File: src/shared/ctl_word_pkg.sv
// Package: control word bit positions, modes, motion command struct
`default_nettype none
package ctl_word_pkg;
  localparam int CW_W          = 16;
  localparam int BIT_NO_REJECT = 4;
  localparam int BIT_NO_STOP   = 5;
  localparam int BIT_ACTIVATE  = 6;
  localparam int BIT_FAULT_ACK = 7;
  localparam int BIT_JOG_POS   = 8;
  localparam int BIT_JOG_NEG   = 9;
  localparam int BIT_BY_PLC    = 10;
  localparam int BIT_HOMING    = 11;
  localparam int BIT_RELATIVE  = 12;
  localparam int BIT_CHANGE    = 13;

  localparam logic [CW_W-1:0] CW_RESET  = 16'h0000;
  localparam int              SET_W     = 8;
  localparam logic [SET_W-1:0] FIELDBUS_SET = 8'h00;
  localparam logic [SET_W-1:0] SET_RESET    = 8'h00;

  typedef enum logic [1:0] {
    MODE_POSITION = 2'h0,
    MODE_SPEED    = 2'h1,
    MODE_OTHER    = 2'h2
  } op_mode_e;

  typedef enum {
    MOT_IDLE,
    MOT_POSITION,
    MOT_JOG_POS,
    MOT_JOG_NEG,
    MOT_HOMING
  } motion_e;

  // Options that accompany a started positioning
  typedef struct packed {
    logic relative;
    logic change_now;
  } task_opts_s;

  // Commands sent to the motion core, one per line
  typedef struct packed {
    logic       pos_start;
    logic       pos_queue;
    logic       pos_abort_start;
    logic       pos_decel;
    logic       speed_enable;
    logic       speed_zero;
    logic       fault_ack;
    logic       jog_pos_start;
    logic       jog_neg_start;
    logic       jog_decel;
    logic       homing_start;
    logic       homing_cancel;
  } drive_cmd_s;
endpackage
`default_nettype wire
File: src/hdl/cw_edge_detect.sv
// Registers the control word and flags per-bit rising and falling edges
`default_nettype none
module cw_edge_detect
  import ctl_word_pkg::*;
(
  input  wire logic            mclk,
  input  wire logic            rst_n,
  input  wire logic            sample,
  input  wire logic [CW_W-1:0] word_in,
  output logic      [CW_W-1:0] word_now,
  output logic      [CW_W-1:0] rise,
  output logic      [CW_W-1:0] fall
);
  logic [CW_W-1:0] word_prev;

  // Edges only exist between two accepted samples
  always_ff @(posedge mclk) begin
    if (!rst_n) begin
      word_now  <= CW_RESET;
      word_prev <= CW_RESET;
    end else if (sample) begin
      word_prev <= word_now;
      word_now  <= word_in;
    end
  end

  assign rise = word_now & ~word_prev;
  assign fall = ~word_now & word_prev;
endmodule
`default_nettype wire

File: src/hdl/drive_control_word_decoder.sv
// Decoder for bits 4 to 13 of the cyclic drive command word
//
// What this block does
// Activate rising edge starts positioning only with bits 4, 5 set, no homing.
// Activate high keeps positioning permitted; low keeps it stopped.
// Activate falling edge interrupts positioning and decelerates to zero.
// Traversing task takes the position set chosen by the set selector.
// Fieldbus set uses word options; other sets use their stored options.
// Speed mode: activate enables setpoint; disabled forces setpoints to zero.
// Fault reset acknowledges only errors whose cause is already gone.
// Jog positive: rising starts, high keeps moving, falling decelerates.
// Jog negative: rising starts, high keeps active, falling decelerates.
// Word is evaluated only while control-by-PLC bit is one.
// Homing bit rising starts homing; falling during run cancels, no error.
// Homing run applies the previously configured homing options.
// Positioning start: relative bit zero absolute, one relative.
// Positioning start with change bit zero queues after current task.
// Positioning start with change bit one aborts current, starts new.
// Word registered on each word_valid cycle; edges from comparison with previous sample.
`default_nettype none
module drive_control_word_decoder
  import ctl_word_pkg::*;
(
  input  wire logic             mclk,
  input  wire logic             rst_n,
  input  wire logic [CW_W-1:0]  drive_command_word,
  input  wire logic             word_valid,
  input  wire op_mode_e         op_mode,
  input  wire logic [SET_W-1:0] position_set_selector,
  input  wire task_opts_s       stored_set_opts,
  input  wire logic             fault_pending,
  input  wire logic             fault_cause_gone,
  input  wire logic             motion_done,
  output drive_cmd_s            cmd,
  output logic [SET_W-1:0]      task_set,
  output task_opts_s            task_opts,
  output logic                  positioning_active,
  output logic                  homing_active,
  output logic                  jog_active,
  output logic                  use_homing_config,
  output logic                  evaluating
);
  logic [CW_W-1:0] cw;
  logic [CW_W-1:0] rise;
  logic [CW_W-1:0] fall;
  motion_e         motion;
  motion_e         next_motion;

  cw_edge_detect u_edges (
    .mclk     (mclk),
    .rst_n    (rst_n),
    .sample   (word_valid),
    .word_in  (drive_command_word),
    .word_now (cw),
    .rise     (rise),
    .fall     (fall)
  );

  function automatic logic edge_ok(input logic [CW_W-1:0] v, input int idx);
    edge_ok = v[idx];
  endfunction

  // Evaluation gate; edges are only seen after a fresh sample
  wire by_plc     = cw[BIT_BY_PLC];
  logic evaluating_d;
  wire new_sample = evaluating_d;
  wire ev         = by_plc && new_sample;
  wire pos_mode   = (op_mode == MODE_POSITION);
  wire spd_mode   = (op_mode == MODE_SPEED);

  wire act_rise   = ev && edge_ok(rise, BIT_ACTIVATE);
  wire act_fall   = ev && edge_ok(fall, BIT_ACTIVATE);
  wire act_level  = by_plc && cw[BIT_ACTIVATE];
  wire homing_on  = (motion == MOT_HOMING);

  wire pos_go     = pos_mode && act_rise && cw[BIT_NO_REJECT]
                    && cw[BIT_NO_STOP] && !homing_on;
  wire pos_stop   = pos_mode && (act_fall || !act_level)
                    && (motion == MOT_POSITION);
  wire fb_set     = (position_set_selector == FIELDBUS_SET);
  wire rel_sel    = fb_set ? cw[BIT_RELATIVE] : stored_set_opts.relative;
  wire chg_sel    = fb_set ? cw[BIT_CHANGE] : stored_set_opts.change_now;
  wire busy_pos   = (motion == MOT_POSITION);
  wire go_queue   = pos_go && busy_pos && !chg_sel;
  wire go_abort   = pos_go && busy_pos && chg_sel;

  wire spd_en     = spd_mode && act_level;
  wire ack        = ev && edge_ok(rise, BIT_FAULT_ACK)
                    && fault_pending && fault_cause_gone;

  wire jp_rise    = ev && edge_ok(rise, BIT_JOG_POS);
  wire jp_fall    = ev && edge_ok(fall, BIT_JOG_POS);
  wire jn_rise    = ev && edge_ok(rise, BIT_JOG_NEG);
  wire jn_fall    = ev && edge_ok(fall, BIT_JOG_NEG);
  wire hm_rise    = ev && edge_ok(rise, BIT_HOMING);
  wire hm_fall    = ev && edge_ok(fall, BIT_HOMING);

  wire motion_idle = (motion == MOT_IDLE);
  wire jp_go      = jp_rise && motion_idle;
  wire jn_go      = jn_rise && motion_idle && !jp_go;
  wire hm_go      = hm_rise && motion_idle && !jp_go && !jn_go;
  wire jp_stop    = (motion == MOT_JOG_POS) && (jp_fall || !(by_plc && cw[BIT_JOG_POS]));
  wire jn_stop    = (motion == MOT_JOG_NEG) && (jn_fall || !(by_plc && cw[BIT_JOG_NEG]));
  wire hm_cancel  = homing_on && hm_fall;
  wire pos_begin  = pos_go && (motion_idle || busy_pos) && !jp_go && !jn_go && !hm_go;

  always_comb begin
    next_motion = motion;
    case (motion)
      MOT_IDLE: begin
        if (jp_go) begin
          next_motion = MOT_JOG_POS;
        end else if (jn_go) begin
          next_motion = MOT_JOG_NEG;
        end else if (hm_go) begin
          next_motion = MOT_HOMING;
        end else if (pos_begin) begin
          next_motion = MOT_POSITION;
        end
      end
      MOT_POSITION: begin
        if (pos_stop || (motion_done && !pos_begin)) begin
          next_motion = MOT_IDLE;
        end
      end
      MOT_JOG_POS: begin
        if (jp_stop) begin
          next_motion = MOT_IDLE;
        end
      end
      MOT_JOG_NEG: begin
        if (jn_stop) begin
          next_motion = MOT_IDLE;
        end
      end
      MOT_HOMING: begin
        if (hm_cancel || motion_done) begin
          next_motion = MOT_IDLE;
        end
      end
      default: next_motion = MOT_IDLE;
    endcase
  end

  always_ff @(posedge mclk) begin
    if (!rst_n) begin
      evaluating_d <= 1'b0;
    end else begin
      evaluating_d <= word_valid;
    end
  end

  always_ff @(posedge mclk) begin
    if (!rst_n) begin
      motion <= MOT_IDLE;
    end else begin
      motion <= next_motion;
    end
  end

  // Command pulses: one cycle, registered; speed_enable and speed_zero are held levels
  always_ff @(posedge mclk) begin
    if (!rst_n) begin
      cmd <= '0;
    end else begin
      cmd.pos_start       <= pos_begin && !busy_pos;
      cmd.pos_queue       <= go_queue && !pos_stop;
      cmd.pos_abort_start <= go_abort && !pos_stop;
      cmd.pos_decel       <= pos_stop;
      cmd.speed_enable    <= spd_en;
      cmd.speed_zero      <= spd_mode && !spd_en;
      cmd.fault_ack       <= ack;
      cmd.jog_pos_start   <= jp_go;
      cmd.jog_neg_start   <= jn_go;
      cmd.jog_decel       <= jp_stop || jn_stop;
      cmd.homing_start    <= hm_go;
      cmd.homing_cancel   <= hm_cancel;
    end
  end

  // Task parameters latch at every positioning start, queued or aborting starts during a run included
  always_ff @(posedge mclk) begin
    if (!rst_n) begin
      task_set  <= SET_RESET;
      task_opts <= '0;
    end else if (pos_begin) begin
      task_set           <= position_set_selector;
      task_opts.relative <= rel_sel;
      task_opts.change_now <= chg_sel;
    end
  end

  always_ff @(posedge mclk) begin
    if (!rst_n) begin
      positioning_active <= 1'b0;
      homing_active      <= 1'b0;
      jog_active         <= 1'b0;
      use_homing_config  <= 1'b0;
      evaluating         <= 1'b0;
    end else begin
      positioning_active <= (next_motion == MOT_POSITION);
      homing_active      <= (next_motion == MOT_HOMING);
      jog_active         <= (next_motion == MOT_JOG_POS) || (next_motion == MOT_JOG_NEG);
      use_homing_config  <= (next_motion == MOT_HOMING);
      evaluating         <= by_plc;
    end
  end
endmodule
`default_nettype wire

File: config.mk
export PLATFORM = sky130hd
export DESIGN_NAME = drive_control_word_decoder
export DESIGN_NICKNAME = d
export VERILOG_FILES = /design/src/shared/ctl_word_pkg.sv /design/src/hdl/cw_edge_detect.sv /design/src/hdl/drive_control_word_decoder.sv
export SDC_FILE = /design/constraint.sdc
export NUM_CORES = 1
export LEC_CHECK = 0
export BUFFER_PORTS_ARGS = -buffer_cell sky130_fd_sc_hd__buf_2
export CAP_MARGIN = 20
export CELL_PAD_IN_SITES_DETAIL_PLACEMENT = 0
export CELL_PAD_IN_SITES_GLOBAL_PLACEMENT = 1
export CORE_ASPECT_RATIO = 0.6
export CORE_MARGIN = 10
export CORE_UTILIZATION = 40
export DETAILED_ROUTE_END_ITERATION = 8
export HOLD_SLACK_MARGIN = 0.1
export PLACE_DENSITY_LB_ADDON = 0.1
export SETUP_SLACK_MARGIN = 0.02
export SYNTH_ARGS = -nofsm -noshare
export SYNTH_HDL_FRONTEND = slang
export SYNTH_SLANG_ARGS = --single-unit
File: constraint.sdc
create_clock -name mclk -period 2.4 [get_ports mclk]
set_input_delay 0.12 -clock mclk [delete_from_list [all_inputs] [get_ports mclk]]
set_output_delay 0.12 -clock mclk [all_outputs]
set_load 0.01 [all_outputs]
==> metrics.md, run 1 <==
| Metric | Value |
|---|---|
| Grt total ovfl | 0 |
| CTS Buf Count | 9 |
| DRT iter0 DRCs | 129 |
| WL/cell | 13.2 um |
| Layout cell share with drive strength beyond 1 | 0.231 |
| Clock Latency Late Sink | 340 ps |
| Power Dens Cells | 723 mW/mm^2 |
| Vias per cell | 4.50 |
| Nets | 375 |
| Largest net degree at the start of global routing | 22 |
| Fraction of the yosys area taken by sequential cells | 0.586 |
| CP max FO | 10 |
| Layout area overhead | 36.6% |
| Critical-path top delay cell | or4b_1 |
| Vias in the first global route | 1765 |
| Placed Cells | 391 |
| Post-CTS setup buffer count | 0 |
| Clk_skew | 10.2 ps |
| Fmax | 503 MHz |
| Die area | 0.0100 sq mm |
| Worst hold path class | in -> reg |
| First-pass GRT wire length | 8860 um |
| Crit start category | flip-flop |
| Setup violators final | 0 |
| CP required | 2630 ps |
| Peak VDD IR | 0.371 mV |
| Synth warnings | 0 |
| Antenna viol nets, final | 0 |
| WP buf/inv | 1 |
| Synth Cell Area | 0.00253 sq mm |
| Layout fillers | 569 |
| Finished Layout Cells | 430 |
| Final hold violation count | 0 |
| Routed via count | 1934 |
| Initial antenna violation count | 0 |
| CTS tree | yes |
| Setup WS pre-CTS | 419 ps |
| Critical Path AT | 2220 ps |
| Port bufs | 54 |
| Final Wtd Congestion | 0.893 |
| Yosys cell types | 36 |
| Row cnt | 22 |
| Total power | 2.50 mW |
| # diodes | 0 |
| Crit end category | flip-flop |
| Setup TNS | 0 ps |
| Overall track demand over capacity in global routing | 0.114 |
| Tcrit/Tclk final | 0.829 |
| # hold bufs at CTS | 23 |
| Starting density of the core | 0.414 |
| Max clock buf depth | 2 |
| Post-synthesis cell count | 230 |
| CTS sink count | 74 |
| Post-Route WL | 5680 um |
| CP Class | reg -> reg |
| Crit path time final | 1990 ps |
| CP delay by family, top | simple AND/OR/NAND/NOR gates |
| Die height | 81.6 um |
| Least-Margin Pin Slew | 543 ps |
| Die X-Extent | 123 um |
| H-tree Lvls | 3 |
| Max_slew headroom | 0.636 |
| Clock-pin slew on the worst setup and hold paths | 80 ps |
| CORE AREA | 0.00611 sq mm |
| Root Buffer | clkbuf_8 |
| Avg Cell Area, Syn | 11.0 sq um |
| # DRC | 0 |
| Max-cap violation count | 0 |
| Resized cells post-CTS | 0 |
| Seq cells post-synth | 74 |
| Slew Limit Fails | 0 |
| Outcome | finished clean |
| Num ports | 61 |
| TritonRoute pass-1 iters | 4 |
| CP peak stage delay | 530 ps |
| Cell chain of the critical path | nand2_1 > nand4b_1 > or4b_1 > buf_4 > mux2i_1 > nor2b_1 |
| Final WS setup | 411 ps |
| Leak | 1.55 nW |
| RSZ-0062 raised after global routing | false |
| DP Wirelength | 4110 um |
registers in the layout (all words and copies together) (netlist names), 2 cells and up:
name and cells:
motion 32, cmd 12, u_edges.word_now 10, task_set 8, u_edges.word_prev 5, task_opts 2
metal layers:
layer / track usage / up-vias / share of wire
li1: - / 1003 / -
met1: 0.161 / 861 / 0.51
met2: 0.142 / 65 / 0.38
met3: 0.0568 / 5 / 0.10
met4: 0.0386 / 0 / 0.0067
met5: 0 / - / 0
worst min-delay path: stages:
cell and delay (ps):
buf_2 70, mux2_2 170, nor2_1 60
final timing paths:
check,cells after the start,end,slack [ps],startpoint
worst max-delay path,6,task_set[1],410,u_edges.word_now[10]
worst min-delay path,3,cmd[10],130,stored_set_opts[0]
worst max register to register,6,task_set[1],410,u_edges.word_now[10]
worst min register to register,2,u_edges.word_prev[7],510,u_edges.word_prev[7]
power breakdown:
group	internal, mW	switching (mW)	total, mW
sequential	1.27	0.0224	1.29
clock	0.615	0.455	1.07
combinational	0.0774	0.0618	0.139
total	1.96	0.539	2.50
logic make-up (layout without fill, tap and decap cells):
| logic type | Yosys count | in the layout | synth area share |
|---|---|---|---|
| compound gates | 14 | 14 | 0.0371 |
| simple gates | 104 | 104 | 0.247 |
| buf+inv | 9 | 97 | 0.0163 |
| flops | 74 | 74 | 0.586 |
| other cells | 1 | 29 | 0.00148 |
| mux | 28 | 28 | 0.112 |
synthesized netlist by cell type, drive strengths merged:
cell type / n / area (sq um)
o21ai: 4 / 20.0
a211o: 1 / 8.76
or4b: 1 / 10.0
a22oi: 1 / 7.51
nor4: 15 / 113
nand2: 12 / 45.0
nor4b: 1 / 8.76
a21oi: 1 / 5.00
dfxtp: 74 / 1480
o31a: 1 / 8.76
nor3b: 1 / 7.51
and3: 1 / 6.26
nor3: 5 / 36.3
or4: 1 / 7.51
nand2b: 5 / 31.3
clkbuf: 7 / 26.3
nor2: 14 / 52.6
a211oi: 2 / 15.0
mux2: 3 / 33.8
nor2b: 28 / 175
or3: 1 / 6.26
nand4: 4 / 25.0
nand3b: 1 / 7.51
nand4b: 4 / 35.0
buf: 2 / 15.0
o211ai: 1 / 7.51
a21boi: 2 / 15.0
nand3: 6 / 30.0
and4b: 1 / 10.0
and2: 3 / 18.8
conb: 1 / 3.75
a31oi: 1 / 6.26
mux2i: 25 / 250
cell usage in the layout, fill, tap and decap left out, drive strengths merged, types with 3 or more instances in the layout:
cell / synthesis / layout
clkinv: 0 / 3
o21ai: 4 / 4
dlygate4sd3: 0 / 23
nor3: 5 / 5
nand4: 4 / 4
mux2: 3 / 3
nand2b: 5 / 5
nand3: 6 / 6
nand2: 12 / 12
conb: 1 / 29
buf: 2 / 58
clkbuf: 7 / 10
nor2b: 28 / 28
nand4b: 4 / 4
and2: 3 / 3
nor4: 15 / 15
mux2i: 25 / 25
dfxtp: 74 / 74
nor2: 14 / 14
area by class of cell:
class / count / area (sq um) / share of cell area
sequential: 74 / 1480 / 0.429
multi-input combinational: 175 / 1110 / 0.322
timing repair buffer: 81 / 531 / 0.153
clock buffer: 10 / 138 / 0.0398
tap: 84 / 105 / 0.0304
clock inverter: 6 / 90.1 / 0.0261
per-stage QoR:
step                      instance area [sq um]  hold WS, ps   util
after floorplan                            2640          263      -
after global placement                     3000          375  0.491
after detailed placement                   3000          377  0.491
after CTS                                  3460          117  0.566
after global routing                       3460          123  0.566
final                                      3460          133  0.566
(Power assumes the default switching activity.)
==> inputs of run 2 (changes only) <==
clock period = 1.87 ns   (was 2.4 ns; I/O delays follow)
==> run 2 against run 1 <==
The run now ends with setup timing left. Sequential power up 29%. Worst hold slack better by 14 ps. Power up 28%. Global-route usage up 1.5 points. Utilization up 5.0 points. Combinational power up 47%. Critical endpoint is now positioning_active. Highest routed layer unchanged.
==> metrics.md, run 2 (synthesis results as in run 1) <==
| Metric | Value |
|---|---|
| CORE AREA | 0.00611 sq mm |
| Crit path depth | 6 |
| Least-Margin Pin Slew | 630 ps |
| CTS Buf Count | 9 |
| TritonRoute pass-1 iters | 5 |
| Nets | 397 |
| Routed via count | 2061 |
| Layout cell share with drive strength beyond 1 | 0.322 |
| DRT iter0 DRCs | 107 |
| Crit path time final | 1970 ps |
| Largest net degree at the start of global routing | 22 |
| Initial antenna violation count | 0 |
| Failing checks | setup timing |
| Vias per cell | 4.57 |
| # diodes | 0 |
| Grt total ovfl | 0 |
| Top reg by flops | motion |
| Final Wtd Congestion | 0.861 |
| Critical-path top delay cell | or3_1 |
| Commonest non-fill, non-tap cell in the layout | dfxtp_1 |
| CTS tree | yes |
| CP max FO | 5 |
| Peak VDD IR | 0.520 mV |
| Layout area overhead | 48.7% |
| Setup TNS | -976 ps |
| Worst hold slack | 147 ps |
| H-tree Lvls | 3 |
| # DRC | 0 |
| Num ports | 61 |
| Port bufs | 54 |
| Clk_skew | 11.2 ps |
| Crit start category | flip-flop |
| Post-Route WL | 6380 um |
| Fmax | 508 MHz |
| Max reg flops | 32 |
| Cell chain of the critical path | or3_1 > a31oi_1 > o211ai_1 > a22oi_2 > nand2_1 > a21boi_1 |
| Outcome | finished, violations left |
| WL/cell | 14.1 um |
| Vias in the first global route | 1956 |
| Final WS setup | -98.1 ps |
| RSZ-0062 raised after global routing | true |
| Worst-case reg-to-reg path depth | 6 |
| CTS sink count | 74 |
| Die height | 81.6 um |
| Final hold violation count | 0 |
| Tcrit/Tclk final | 1.05 |
| CP required | 2140 ps |
| First-pass GRT wire length | 9970 um |
| WP buf/inv | 0 |
| Max_slew headroom | 0.576 |
| Worst hold path class | in -> reg |
| DP Wirelength | 4460 um |
| Root Buffer | clkbuf_8 |
| Max clock buf depth | 2 |
| Layout fillers | 539 |
| Most frequent cells in the layout | dfxtp_1 (72), buf_2 (54), conb_1 (29), nor2b_1 (28), mux2i_1 (25) |
| Max-cap violation count | 0 |
| Starting density of the core | 0.414 |
| Leak | 1.70 nW |
| Overall track demand over capacity in global routing | 0.129 |
| CP Class | reg -> reg |
| Crit end category | flip-flop |
| Antenna viol nets, final | 0 |
| Biggest regs | motion: 32 flops, cmd: 12 flops, u_edges.word_now: 10 flops |
| Die area | 0.0100 sq mm |
| Clock Latency Late Sink | 340 ps |
| Critical Path AT | 2240 ps |
| Power Dens Cells | 851 mW/mm^2 |
| Hold path depth | 4 |
| Row cnt | 22 |
| Setup violators final | 13 |
| CP peak stage delay | 430 ps |
| CP delay by family, top | compound AO/OA/AOI/OAI gates |
| Slew Limit Fails | 0 |
| Die X-Extent | 123 um |
| Clock-pin slew on the worst setup and hold paths | 70 ps |
[run 2: cell types whose count changed in the layout (fill, tap and decap cells not counted), sizes merged]
| cell | delta |
|---|---|
| clkinv | -2 |
| clkbuf | +1 |
| dlygate4sd3 | +1 |
| buf | +21 |
[run 2: worst paths after layout]
check / endpoint / slack (ps) / startpoint
setup / recovery: positioning_active / -100 / motion[0]
hold / removal: task_opts[1] / 150 / stored_set_opts[1]
setup reg to reg: positioning_active / -100 / motion[0]
hold reg to reg: task_set[4] / 520 / task_set[4]
[run 2: metal layers]
layer	track usage	vias to the layer above	part of all wire
met2	0.174	75	0.40
met5	0	-	0
met1	0.178	933	0.50
li1	-	1045	-
met3	0.0651	8	0.094
met4	0.0316	0	0.0091
[run 2: final cells by class]
cell class                      instances  area [sq um]  area share
Clock buffer                           11           141      0.0376
Clock inverter                          4          76.3      0.0203
Multi-Input combinational cell        175          1240       0.330
Sequential cell                        74          1480       0.395
Tap cell                               84           105      0.0279
Timing Repair Buffer                  103           713       0.190
[run 2: metrics by stage]
step | cell area, sq um | std cells | setup slack [ps] | utilization | power, mW
2_1_floorplan | 2640 | 258 | 22.7 | - | 1.77
6_report | 3760 | 451 | -98.1 | 0.615 | 3.20
3_5_place_dp | 3130 | 409 | -132 | 0.513 | 1.85
5_1_grt | 3760 | 451 | -189 | 0.615 | 3.33
3_3_place_gp | 3130 | 409 | -119 | 0.513 | 1.85
4_1_cts | 3650 | 449 | -69.5 | 0.597 | 3.22
[run 2: where the power goes]
part / internal, mW / switching [mW] / total [mW]
clock: 0.783 / 0.550 / 1.33
sequential: 1.63 / 0.0346 / 1.66
combinational: 0.113 / 0.0907 / 0.204
total: 2.53 / 0.675 / 3.20
[run 2: what timing repair did]
action,4_1_cts,5_1_grt
pin swaps,3,7
resized for setup,9,20
setup endpoints to repair,16,19
hold endpoints to repair,23,0
setup buffers,1,2
hold buffers,24,0
[run 2: tightest hold or removal path, cell delays in order]
cell and delay (ps):
buf_2 70, mux2_2 130, mux2i_1 60, nor2b_1 90
==> inputs of run 3 (changes only) <==
CORE_UTILIZATION = 35   (was 40)
==> run 3 against run 2 <==
The run still ends with setup timing left. Via count down 1.1%. First-iteration DRC count shrank 22%. Count of clock-buffer cells in the layout down 1. Final cell count rose by 1.1%. Cell area is 2.7% higher. Global-route usage decreased by 1.0 points. Die area increased by 11%. Worst setup slack better by 53 ps. Worst hold slack worse by 1.3 ps. Combinational power increased by 5%. Power up 9.9%. Sequential power about the same. Largest cell class unchanged. Largest power group unchanged.
==> metrics.md, run 3 (synthesis results as in run 1) <==
| Metric | Value |
|---|---|
| Outcome | finished, violations left |
| Failing checks | setup timing |
| Final instance area | 0.00386 sq mm |
| Slew Limit Fails | 0 |
| Num ports | 61 |
| Crit path depth | 7 |
| Placed inst area | 0.00314 sq mm |
| Clock Latency Late Sink | 330 ps |
| Most frequent cells in the layout | dfxtp_1 (72), buf_2 (54), conb_1 (29), nor2b_1 (28), buf_4 (25) |
| WL/cell | 13.8 um |
| CP required | 2090 ps |
| Overall track demand over capacity in global routing | 0.119 |
| Setup WS pre-CTS | -206 ps |
| CP max FO | 10 |
| Peak VDD IR | 0.625 mV |
| Layout area overhead | 52.7% |
| Max reg flops | 32 |
| Fmax | 522 MHz |
| DRT iter0 DRCs | 83 |
| Top Layer Used | met4 |
| Clk_skew | 4.19 ps |
| Routed via count | 2039 |
| Total power | 3.52 mW |
| Vias in the first global route | 2030 |
| Placed Cells | 412 |
| # DRC | 0 |
| Row cnt | 23 |
| Leak | 1.71 nW |
| Root Buffer | clkbuf_16 |
| Post-Route WL | 6310 um |
| Biggest regs | motion: 32 flops, cmd: 12 flops, u_edges.word_now: 10 flops |
| Die height | 85.9 um |
| Met3 routed wirelength | 589 um |
| Power Dens Cells | 910 mW/mm^2 |
| Wl on met1 | 3080 um |
| First-pass GRT wire length | 10300 um |
| Setup violators final | 10 |
| CP Class | reg -> reg |
| Cell chain of the critical path | nor4_4 > nand2_2 > nor3_4 > or4b_4 > buf_12 > mux2i_2 > nor2b_1 |
| Vias per cell | 4.47 |
| Setup TNS | -212 ps |
| # diodes | 0 |
| Fin util | 0.564 |
| Starting density of the core | 0.369 |
| Reg2Reg Launch Point | motion[30] |
| Met2 WL | 2570 um |
| Worst hold slack | 146 ps |
| Nets | 398 |
| Final hold violation count | 0 |
| Max clock buf depth | 2 |
| CP delay by family, top | simple AND/OR/NAND/NOR gates |
| Critical R2R Capture | task_set[6] |
| Grt total ovfl | 0 |
| H-tree Lvls | 3 |
| Die area | 0.0111 sq mm |
| Port bufs | 54 |
| CTS tree | yes |
| Critical Path AT | 2140 ps |
| Crit end category | flip-flop |
| CORE AREA | 0.00685 sq mm |
| DP Wirelength | 4550 um |
| Tcrit/Tclk final | 1.02 |
| Worst-case reg-to-reg path depth | 7 |
| CP peak stage delay | 490 ps |
| CP Capture Point | task_set[6] |
| Initial antenna violation count | 0 |
| Largest net degree at the start of global routing | 30 |
| Layout cell share with drive strength beyond 1 | 0.339 |
| RSZ-0062 raised after global routing | true |
| WP buf/inv | 1 |
| R2R setup slack | -40 ps |
| Critical-path top delay cell | or4b_4 |
| Commonest non-fill, non-tap cell in the layout | dfxtp_1 |
| CTS Buf Count | 9 |
| TritonRoute pass-1 iters | 4 |
| Crit path time final | 1910 ps |
| Crit start category | flip-flop |
| Final WS setup | -44.7 ps |
| Critical path origin | motion[30] |
| Worst hold path class | in -> reg |
| Max-cap violation count | 0 |
| Antenna viol nets, final | 0 |
| Top reg by flops | motion |
| Finished Layout Cells | 456 |
| Clock-pin slew on the worst setup and hold paths | 50 ps |
| CTS sink count | 74 |
| Final Wtd Congestion | 0.855 |
| Die X-Extent | 130 um |
[run 3: cell types whose count changed in the layout (fill, tap and decap cells not counted), sizes merged]
cell	before	now
buf	79	80
bufinv	2	1
clkbuf	11	10
clkinv	1	4
[run 3: tightest hold or removal path, delay by kind of cell]
| family | cells | cell delay [ps] |
|---|---|---|
| muxes | 2 | 180 |
| and+or+nand+nor | 1 | 90 |
| buffers and inverters | 1 | 70 |
[run 3: metal layers]
metal / up-vias / global-route usage
met5: - / 0
met1: 911 / 0.157
met3: 7 / 0.0633
li1: 1054 / -
met4: 0 / 0.0457
met2: 67 / 0.158
[run 3: final cells by class]
type / instances / area (sq um)
flip-flops and latches: 74 / 1480
clock inverters: 6 / 57.6
clock buffers: 10 / 229
multi-input cells: 175 / 1270
repair buffers: 104 / 718
well taps: 87 / 109
fillers: 628 / 2990
[run 3: repair_timing]
action | 4_1_cts | 5_1_grt
hold buffers | 24 | 0
resized for setup | 18 | 17
cloned | 0 | 0
endpoints found under the setup margin | 17 | 24
endpoints found under the hold margin | 23 | 0
pin swaps | 3 | 6
setup buffers | 3 | 2
[run 3: worst min-delay path by stage]
stage                          startpoint             endpoint  slack (ps)  cells past startpoint
global route           stored_set_opts[1]         task_opts[1]         160                      4
floorplan                   fault_pending               cmd[5]         240                      2
finish                 stored_set_opts[1]         task_opts[1]         150                      4
CTS                    stored_set_opts[1]         task_opts[1]         140                      4
global placement    drive_command_word[9]  u_edges.word_now[9]         350                      3
detailed placement          fault_pending               cmd[5]         350                      3
[run 3: power by group]
| part | switching, mW | leakage (nW) | internal [mW] | total [mW] |
|---|---|---|---|---|
| Clock | 0.613 | 0.142 | 1.02 | 1.63 |
| Combinational | 0.0944 | 0.961 | 0.120 | 0.214 |
| Sequential | 0.0368 | 0.610 | 1.63 | 1.67 |
